`src/rtl/irq_prio_defines.svh`:
```
`ifndef IRQ_PRIO_DEFINES_SVH
`define IRQ_PRIO_DEFINES_SVH

// register indices; byte address is index times four
`define BASIC_PRIO_IDX 10'h0b8
`define EXT_SRC_EN_IDX 10'h0e6
`define EXT_PRIO_IDX 10'h0f6
`define BASIC_EN_IDX 10'h0a8
`define EXT_CFG_IDX 10'h0e4

// reset values
`define BASIC_PRIO_RST 6'h00
`define EXT_SRC_EN_RST 6'h00
`define EXT_PRIO_RST 6'h00
`define BASIC_EN_RST 7'h00
`define EXT_CFG_RST 4'h0

// fixed upper bits of the priority registers and the extended source enable register
`define BASIC_PRIO_TOP 2'h3
`define EXT_SRC_EN_TOP 2'h0
`define EXT_PRIO_TOP 2'h3

// basic enable layout
`define BASIC_EN_GLOBAL_BIT 6

// ext config layout
`define CFG_A_EDGE_BIT 0
`define CFG_B_EDGE_BIT 1
`define CFG_A_POL_BIT 2
`define CFG_B_POL_BIT 3
`define CFG_A_PEND_BIT 4
`define CFG_B_PEND_BIT 5

`endif

```
`src/rtl/irq_prio_pkg.sv`:
```
package irq_prio_pkg;

    typedef struct packed {
        logic cmp_rise;
        logic cmp_fall;
        logic pca;
        logic conv;
        logic win;
        logic smb;
        logic timer2;
        logic uart;
        logic timer1;
        logic timer0;
    } periph_flags_t;

    typedef struct packed {
        logic valid;
        logic high;
        logic [3:0] id;
    } irq_req_t;

    typedef struct packed {
        logic take;
        logic [3:0] id;
    } irq_ack_t;

    typedef enum logic [3:0] {
        SRC_EXT_A = 4'h0,
        SRC_TIMER0 = 4'h1,
        SRC_EXT_B = 4'h2,
        SRC_TIMER1 = 4'h3,
        SRC_UART = 4'h4,
        SRC_TIMER2 = 4'h5,
        SRC_TWOWIRE = 4'h6,
        SRC_WINDOW = 4'h7,
        SRC_CONV = 4'h8,
        SRC_COUNTER_ARRAY = 4'h9,
        SRC_CMP_FALL = 4'ha,
        SRC_CMP_RISE = 4'hb
    } src_id_t;

endpackage

```
`src/rtl/irq_prio_ctrl.sv`:
```
`include "irq_prio_defines.svh"

module irq_prio_ctrl (
    input wire logic clk_sys_i,
    input wire logic nrst_i,
    input wire logic psel_i,
    input wire logic penable_i,
    input wire logic pwrite_i,
    input wire logic [11:0] paddr_i,
    input wire logic [31:0] pwdata_i,
    output logic [31:0] prdata_o,
    output logic pready_o,
    output logic pslverr_o,
    input wire logic ext_request_a_i,
    input wire logic ext_request_b_i,
    input wire irq_prio_pkg::periph_flags_t periph_flags_i,
    input wire irq_prio_pkg::irq_ack_t irq_ack_i,
    input wire logic irq_return_i,
    output irq_prio_pkg::irq_req_t irq_req_o
);
    import irq_prio_pkg::*;

    logic rst_meta_r;
    logic rst_n_r;
    logic [5:0] basic_prio_r;
    logic [5:0] ext_en_r;
    logic [5:0] ext_prio_r;
    logic [6:0] basic_en_r;
    logic [3:0] ext_cfg_r;
    logic [1:0] pin_meta_r;
    logic [1:0] pin_sync_r;
    logic [1:0] pin_prev_r;
    logic [1:0] pend_r;
    logic in_low_r;
    logic in_high_r;
    irq_req_t req_r;
    logic pready_r;
    logic [31:0] prdata_r;
    logic pslverr_r;
    logic [1:0] edge_mode;
    logic [1:0] pol;
    logic [1:0] act_cur;
    logic [1:0] act_prev;
    logic [1:0] edge_set;
    logic [11:0] flags;
    logic [11:0] en_vec;
    logic [11:0] prio_vec;
    logic [11:0] live;
    logic [11:0] live_hi;
    logic [11:0] live_lo;
    logic acc;
    logic wr;
    logic hit;
    logic [9:0] idx;
    logic [7:0] rd_val;
    irq_req_t req_nxt;

    function automatic logic [3:0] first_set(input logic [11:0] v);
        logic [3:0] r;
        r = 4'h0;
        for (int i = 11; i >= 0; i--) begin
            if (v[i]) begin
                r = 4'(i);
            end
        end
        return r;
    endfunction

    // reset release
    always_ff @(posedge clk_sys_i or negedge nrst_i) begin
        if (!nrst_i) begin
            rst_meta_r <= 1'b0;
            rst_n_r <= 1'b0;
        end else begin
            rst_meta_r <= 1'b1;
            rst_n_r <= rst_meta_r;
        end
    end

    // apb decode
    assign idx = paddr_i[11:2];
    assign acc = psel_i && penable_i;
    assign wr = acc && pready_r && pwrite_i;
    assign hit = (idx == `BASIC_PRIO_IDX) || (idx == `EXT_SRC_EN_IDX) || (idx == `EXT_PRIO_IDX)
        || (idx == `BASIC_EN_IDX) || (idx == `EXT_CFG_IDX);

    always_comb begin
        rd_val = 8'h00;
        if (idx == `BASIC_PRIO_IDX) begin
            rd_val = {`BASIC_PRIO_TOP, basic_prio_r};
        end else if (idx == `EXT_SRC_EN_IDX) begin
            rd_val = {`EXT_SRC_EN_TOP, ext_en_r};
        end else if (idx == `EXT_PRIO_IDX) begin
            rd_val = {`EXT_PRIO_TOP, ext_prio_r};
        end else if (idx == `BASIC_EN_IDX) begin
            rd_val = {basic_en_r[6], 1'b0, basic_en_r[5:0]};
        end else if (idx == `EXT_CFG_IDX) begin
            rd_val = {2'h0, pend_r, ext_cfg_r};
        end
    end

    // one wait state; data captured from flops
    always_ff @(posedge clk_sys_i or negedge rst_n_r) begin
        if (!rst_n_r) begin
            pready_r <= 1'b0;
            prdata_r <= 32'h0000_0000;
            pslverr_r <= 1'b0;
        end else begin
            pready_r <= acc && !pready_r;
            if (acc && !pready_r) begin
                prdata_r <= pwrite_i ? 32'h0000_0000 : {24'h00_0000, rd_val};
                pslverr_r <= !hit;
            end
        end
    end

    assign pready_o = pready_r;
    assign prdata_o = prdata_r;
    assign pslverr_o = pready_r && pslverr_r;

    // register writes; upper bits not stored, except bit 7 of basic enable (global gate)
    always_ff @(posedge clk_sys_i or negedge rst_n_r) begin
        if (!rst_n_r) begin
            basic_prio_r <= `BASIC_PRIO_RST;
            ext_en_r <= `EXT_SRC_EN_RST;
            ext_prio_r <= `EXT_PRIO_RST;
            basic_en_r <= `BASIC_EN_RST;
            ext_cfg_r <= `EXT_CFG_RST;
        end else if (wr) begin
            if (idx == `BASIC_PRIO_IDX) begin
                basic_prio_r <= pwdata_i[5:0];
            end
            if (idx == `EXT_SRC_EN_IDX) begin
                ext_en_r <= pwdata_i[5:0];
            end
            if (idx == `EXT_PRIO_IDX) begin
                ext_prio_r <= pwdata_i[5:0];
            end
            if (idx == `BASIC_EN_IDX) begin
                basic_en_r <= {pwdata_i[7], pwdata_i[5:0]};
            end
            if (idx == `EXT_CFG_IDX) begin
                ext_cfg_r <= pwdata_i[3:0];
            end
        end
    end

    // pin sampling, input only
    always_ff @(posedge clk_sys_i or negedge rst_n_r) begin
        if (!rst_n_r) begin
            pin_meta_r <= 2'h0;
            pin_sync_r <= 2'h0;
            pin_prev_r <= 2'h0;
        end else begin
            pin_meta_r <= {ext_request_b_i, ext_request_a_i};
            pin_sync_r <= pin_meta_r;
            pin_prev_r <= pin_sync_r;
        end
    end

    assign edge_mode = {ext_cfg_r[`CFG_B_EDGE_BIT], ext_cfg_r[`CFG_A_EDGE_BIT]};
    assign pol = {ext_cfg_r[`CFG_B_POL_BIT], ext_cfg_r[`CFG_A_POL_BIT]};
    assign act_cur = pin_sync_r ^ ~pol;
    assign act_prev = pin_prev_r ^ ~pol;
    assign edge_set = act_cur & ~act_prev;

    // pending flags; set beats clear
    always_ff @(posedge clk_sys_i or negedge rst_n_r) begin
        if (!rst_n_r) begin
            pend_r <= 2'h0;
        end else begin
            for (int k = 0; k < 2; k++) begin
                if (!edge_mode[k]) begin
                    pend_r[k] <= act_cur[k];
                end else if (edge_set[k]) begin
                    pend_r[k] <= 1'b1;
                end else if (irq_ack_i.take && irq_ack_i.id == (k == 0 ? SRC_EXT_A : SRC_EXT_B)) begin
                    pend_r[k] <= 1'b0;
                end else if (wr && idx == `EXT_CFG_IDX) begin
                    pend_r[k] <= pwdata_i[`CFG_A_PEND_BIT + k];
                end
            end
        end
    end

    assign flags = {periph_flags_i.cmp_rise, periph_flags_i.cmp_fall, periph_flags_i.pca,
        periph_flags_i.conv, periph_flags_i.win, periph_flags_i.smb, periph_flags_i.timer2,
        periph_flags_i.uart, periph_flags_i.timer1, pend_r[1], periph_flags_i.timer0, pend_r[0]};
    assign en_vec = {ext_en_r, basic_en_r[5:0]};
    assign prio_vec = {ext_prio_r, basic_prio_r};
    assign live = flags & en_vec & {12{basic_en_r[`BASIC_EN_GLOBAL_BIT]}};
    assign live_hi = live & prio_vec;
    assign live_lo = live & ~prio_vec;

    always_comb begin
        req_nxt = '0;
        if (!in_high_r && |live_hi) begin
            req_nxt.valid = 1'b1;
            req_nxt.high = 1'b1;
            req_nxt.id = first_set(live_hi);
        end else if (!in_high_r && !in_low_r && |live_lo) begin
            req_nxt.valid = 1'b1;
            req_nxt.id = first_set(live_lo);
        end
    end

    always_ff @(posedge clk_sys_i or negedge rst_n_r) begin
        if (!rst_n_r) begin
            req_r <= '0;
        end else if (irq_ack_i.take) begin
            req_r <= '0;
        end else begin
            req_r <= req_nxt;
        end
    end

    assign irq_req_o = req_r;

    // in-service levels
    always_ff @(posedge clk_sys_i or negedge rst_n_r) begin
        if (!rst_n_r) begin
            in_low_r <= 1'b0;
            in_high_r <= 1'b0;
        end else if (irq_ack_i.take) begin
            if (req_r.high) begin
                in_high_r <= 1'b1;
            end else begin
                in_low_r <= 1'b1;
            end
        end else if (irq_return_i) begin
            if (in_high_r) begin
                in_high_r <= 1'b0;
            end else begin
                in_low_r <= 1'b0;
            end
        end
    end

    // checks
    logic [11:0] en_d_r;
    logic [11:0] prio_d_r;
    always_ff @(posedge clk_sys_i) begin
        en_d_r <= en_vec;
        prio_d_r <= prio_vec;
    end
endmodule

```
`config.mk`:
```
export PLATFORM = sky130hd
export DESIGN_NAME = irq_prio_ctrl
export DESIGN_NICKNAME = d
export VERILOG_FILES = /design/src/rtl/irq_prio_pkg.sv /design/src/rtl/irq_prio_ctrl.sv
export VERILOG_INCLUDE_DIRS = /design/src /design/src/rtl
export SDC_FILE = /design/constraint.sdc
export NUM_CORES = 1
export LEC_CHECK = 0
export BUFFER_PORTS_ARGS = -buffer_cell sky130_fd_sc_hd__buf_4
export CORE_UTILIZATION = 30
export CTS_BUF_LIST = sky130_fd_sc_hd__clkbuf_8
export CTS_CLUSTER_DIAMETER = 50
export CTS_CLUSTER_SIZE = 24
export DETAILED_ROUTE_END_ITERATION = 7
export MAX_ROUTING_LAYER = met4
export PLACE_DENSITY = 0.57
export SYNTH_ARGS = -nofsm -noshare
export SYNTH_HDL_FRONTEND = slang
export SYNTH_SLANG_ARGS = --single-unit
```
`constraint.sdc`:
```
create_clock -name clk_sys_i -period 4.5 [get_ports clk_sys_i]
set_input_delay 0.225 -clock clk_sys_i [delete_from_list [all_inputs] [get_ports clk_sys_i]]
set_output_delay 0.225 -clock clk_sys_i [all_outputs]
set_load 0.02 [all_outputs]
```
; Word level (Yosys, flattened, before mapping)
; Index checks and enable logic that the tools add are counted.
[word_totals]
elab_cells = 122
ramBits = 0
ff_bits = 81
n_memories = 0
latchBits = 0
in_bits = 67
output_inout_bits = 40
rom_bits = 0
[op_classes]
n_lt_le_gt_ge = 0
n_addsub = 0
shift = 0
eq_ne = 11
n_div = 0
n_reduce_logical = 30
bitwise = 10
n_mul = 0
mux = 51
[ops]
columns = cell, n
row1 = 4-bit two-way mux, 26
row2 = "10-bit by 8-bit == test with 1-bit output, second input constant", 5
row3 = 12-bit bitwise AND, 4
row4 = 8-bit two-way mux, 5
row5 = 12-bit OR reduction, 2
row6 = 1-bit two-way mux, 18
row7 = 6-bit two-way mux, 2
row8 = 12-bit NOT, 1
row9 = 2-bit AND reduction, 6
row10 = 1-bit logical AND, 11
row11 = "4-bit by 1-bit inequality test with 1-bit output, second input constant", 2
row12 = "4-bit by 2-bit == test with 1-bit output, second input constant", 1
row13 = 1-bit zero test, 4
row14 = 4-bit zero test, 1
row15 = 1-bit logical OR, 4
row16 = "2-bit inequality test, second input constant", 2
row17 = 2-bit NOT, 2
row18 = 2-bit bitwise XOR, 2
row19 = 3-bit AND reduction, 1
row20 = 2-bit bitwise AND, 1
row21 = "2-bit by 1-bit inequality test with 1-bit output, second input constant", 1
row22 = 2-bit nonzero test, 1

; Depth between registers and ports, before layout
[logic_depth]
depth_word = 18
ltp_mapped = 6
mapped_depth_nobuf = 5

; Worst setup path before layout
; Ideal clock, no wire load.
[synth_path]
path_type = reg-to-reg
startpoint = register basic_en_r[6]
endpoint = register req_r (netlist bit irq_req_o[1])
setup_time_ns = 0.137
path_stages_with_launch = 7
slack_ns = 2.854
arrival_ns = 1.509
path_buffers = 1
required_time_ns = 4.363
path_cell_list = dfrtp_1 buf_2 nand4b_1 nand4_1 or4b_1 o2111ai_1 o31ai_1
[synth_via]
elab_chain_len = 17
word_cells_on_any_way = 34
cone_classes = mux (27) / bitwise (3) / reduce/logical (4)
[synth_lines]
columns = element, line
row1 = start: declaration, irq_prio_ctrl.sv:28  ; logic [6:0] basic_en_r;
row2 = start signal: assignment, irq_prio_ctrl.sv:127  ; basic_en_r <= `BASIC_EN_RST;
row3 = start signal: assignment, irq_prio_ctrl.sv:140  ; basic_en_r <= {pwdata_i[7], pwdata_i[5:0]};
row4 = 12-bit bitwise AND *, irq_prio_ctrl.sv:191  ; assign live = flags & en_vec & {12{basic_en_r[`BASIC_EN_GLOBAL_BIT]}};
row5 = 12-bit bitwise AND, irq_prio_ctrl.sv:193  ; assign live_lo = live & ~prio_vec;
row6 = 4-bit two-way mux (12 in series), irq_prio_ctrl.sv:62  ; if (v[i]) begin
row7 = 4-bit two-way mux, irq_prio_ctrl.sv:201  ; end else if (!in_high_r && !in_low_r && |live_lo) begin
row8 = 4-bit two-way mux *, irq_prio_ctrl.sv:197  ; if (!in_high_r && |live_hi) begin
row9 = 6-bit two-way mux *, irq_prio_ctrl.sv:210  ; end else if (irq_ack_i.take) begin
row10 = end signal: assignment, irq_prio_ctrl.sv:213  ; req_r <= req_nxt;
row11 = end: declaration, irq_prio_ctrl.sv:36  ; irq_req_t req_r;
; Every way passes the cells marked *; elsewhere a longest branch is shown, timed or not.
; A chain may end at the register's enable or synchronous reset.

; Final worst setup path
[layout_path]
startpoint = register basic_en_r[6]
endpoint = register req_r (netlist bit irq_req_o[0])
; Same word-level chain as after synthesis.

==> flow_metrics.tcl <==
set metrics [dict create \
    fmax_mhz 428 \
    grt_setup_unrepaired "false" \
    hold_class "in -> reg" \
    synth-seq-area-share 0.450 \
    grt_pass1_wl_mm 13.1 \
    critPathLaunchType "flip-flop" \
    diodes 0 \
    globalplace.congestion 0.872 \
    syn_inst 296 \
    hold-worst-slack_ps 56.4 \
    cp.arrival_ps 2570 \
    dp_hpwl_mm 6.27 \
    die_width_um 105 \
    grt_overflow 0 \
    cp-startpoint "basic_en_r[6]$_DFFE_PN0P_" \
    num_vias 2513 \
    ys.flop_type "dfrtp_1" \
    worstReg2RegStart "basic_en_r[6]$_DFFE_PN0P_" \
    cpMaxStageDelayCell "dfrtp_1" \
    worstPathRequired_ps 4740 \
    post_cts_resized 0 \
    cap_violations 0 \
    synthArstFlopShare 1.00 \
    yosysUniqueCellTypes 47 \
    ant_nets 0 \
    area_growth_pct 22.2 \
    pwr-share-clk 0.425 \
    hold_start "irq_return_i" \
    clock_skew_ps 16.7 \
    power.switching_mw 0.269 \
    fill_cells 1041 \
    synth_edf_count 0 \
    pin_count 107 \
    netlist_top_cells_count "dfrtp_1, buf_4, nand4_1" \
    drt-pass1-iter-count 4 \
    core_area_sq_um 10300 \
    hold_buffers 3 \
    synth_seq_cells 57 \
    grt_usage 0.160 \
    cp_max_fo 31 \
    post-route-period-util 0.520 \
    p_sw_frac 0.249 \
    grt_max_degree 56 \
    critPathMaxStageDelay_ps 720 \
    insertion_delay_ps 350 \
    tns_ps 0 \
    start_util 0.308 \
    num_rows 37 \
    syn_area_sq_um 3170 \
    sequentialPowerShare 0.487 \
    peakVddDrop_mv 0.189 \
    drtIter0Drc 140 \
    worstPathCellList "nand4_1 > nand4_1 > o31ai_2 > nand2b_1 > o32ai_1" \
    cts_tree "yes" \
    p_comb_frac 0.088 \
    worst_pin_slew_ps 903 \
    drc 0 \
    wl_per_cell_um 16.3 \
    drv_slew 0 \
    cts_made_buffers 9 \
    yosysMostFrequentCell "dfrtp_1" \
    drive_above_1_share 0.286 \
    drt_wl_total_mm 8.14 \
    cts_root_buf "clkbuf_8" \
    crit_path_frequent_cell "nand4_1" \
    syn_area_per_cell_sq_um 10.7 \
    setup_viol 0 \
    crit_type "reg -> reg" \
    num-nets-final 426 \
    grt_pass1_vias 2530 \
    cts_sinks 57 \
    dieArea_sq_um 11000 \
    status "complete, no violations" \
    antenna_found_initial 0 \
    path_clk_slew_ps 80 \
    power_density_nw_per_um2 279 \
    endpoint_kind "flip-flop" \
    die-height_um 105 \
    yosys-top-cells-area "dfrtp_1, buf_4, mux2_2" \
    p_int_mw 0.812 \
    cts.path.max_buffers 2 \
    fin_total_pwr_mw 1.08 \
    post_cts_buffers 0 \
    hold_violations 0 \
    yosys.area.top_type "dfrtp_1" \
    viasPerCell 5.03 \
    relSlewSlack 0.398 \
    yosys.area.top_type_share 0.450 \
    htreeDepth 3 \
    yosysWarnings 0 \
    numPortBuffers 55 \
    p_leak_nw 1.83 \
    fin_crit_ps 2340 \
]
## final timing paths
check                           cells past startpoint  slack, ps                 endpoint
worst max-delay path                                5       2160   irq_req_o[0]$_DFF_PN0_
worst min-delay path                                2         60    in_high_r$_DFFE_PN0P_
worst max register to register                      5       2160   irq_req_o[0]$_DFF_PN0_
worst min register to register                      0        350  pin_sync_r[1]$_DFF_PN0_
max in group asynchronous                           1       3630   irq_req_o[2]$_DFF_PN0_
min in group asynchronous                           2        200        rst_n_r$_DFF_PN0_
## worst max-delay path, delay by kind of cell (launching register included)
family / cells / cell delay, ps
AOI/OAI and AO/OA: 2 / 790
DFF: 1 / 720
and+or+nand+nor: 3 / 690
## cells in the final DEF, fill, tap and decap left out, types with 9 or more instances in the layout
cell type	n
a22oi_1	12
buf_4	57
clkbuf_8	13
conb_1	25
dfrtp_1	56
inv_1	10
mux2_1	10
mux2_2	13
nand2_1	13
nand4_1	18
nand4b_1	10
nor2_1	14
o21ai_0	16
o21ai_1	9
## cell type report
class	count	area, sq um	area share
Multi-Input combinational cell	222	1590	0.411
Timing Repair Buffer	60	458	0.118
Inverter	9	33.8	0.00872
Clock inverter	3	13.8	0.00355
Tap cell	136	170	0.0439
Clock buffer	13	179	0.0462
Sequential cell	57	1430	0.369
## layer usage
layer	GRT usage	vias to the layer above	routed length [um]
met1	0.190	1214	3680
met2	0.258	69	3940
met4	0.0684	0	250
met3	0.0424	21	264
li1	-	1209	-
met5	-	-	0
## power groups by stage
stage          Sequential [mW]  Clock (mW)  Combinational, mW
3_3_place_gp             0.536           0             0.0925
6_report                 0.527       0.459             0.0951
2_1_floorplan            0.542           0             0.0569
5_1_grt                  0.527       0.489              0.106
4_1_cts                  0.527       0.473             0.0968
3_5_place_dp             0.536           0             0.0945
## flip-flops by register name, indices dropped and copies added, names as in the netlist
| name | cells |
|---|---|
| basic_en_r | 7 |
| basic_prio_r | 6 |
| ext_cfg_r | 4 |
| ext_en_r | 6 |
| ext_prio_r | 6 |
| in_high_r | 1 |
| in_low_r | 1 |
| irq_req_o | 6 |
| pend_r | 2 |
| pin_meta_r | 2 |
| pin_prev_r | 2 |
| pin_sync_r | 2 |
| prdata_o | 8 |
| pready_o | 1 |
| pslverr_r | 1 |
| rst_meta_r | 1 |
| rst_n_r | 1 |
## logic make-up after synthesis
group	synth area share
buffers and inverters	0.0770
DFF	0.450
other	0.00237
AOI/OAI and AO/OA	0.156
and+or+nand+nor	0.193
muxes	0.121
## per-stage QoR
step                std cells  utilization  area (sq um)  setup slack (ps)
global route              500        0.377          3870              2070
CTS                       500        0.377          3870              2190
detailed placement        481        0.355          3650              2230
global placement          481        0.355          3650              2280
finish                    500        0.377          3870              2160
floorplan                 319            -          3260              2800
(Power assumes the default switching activity.)
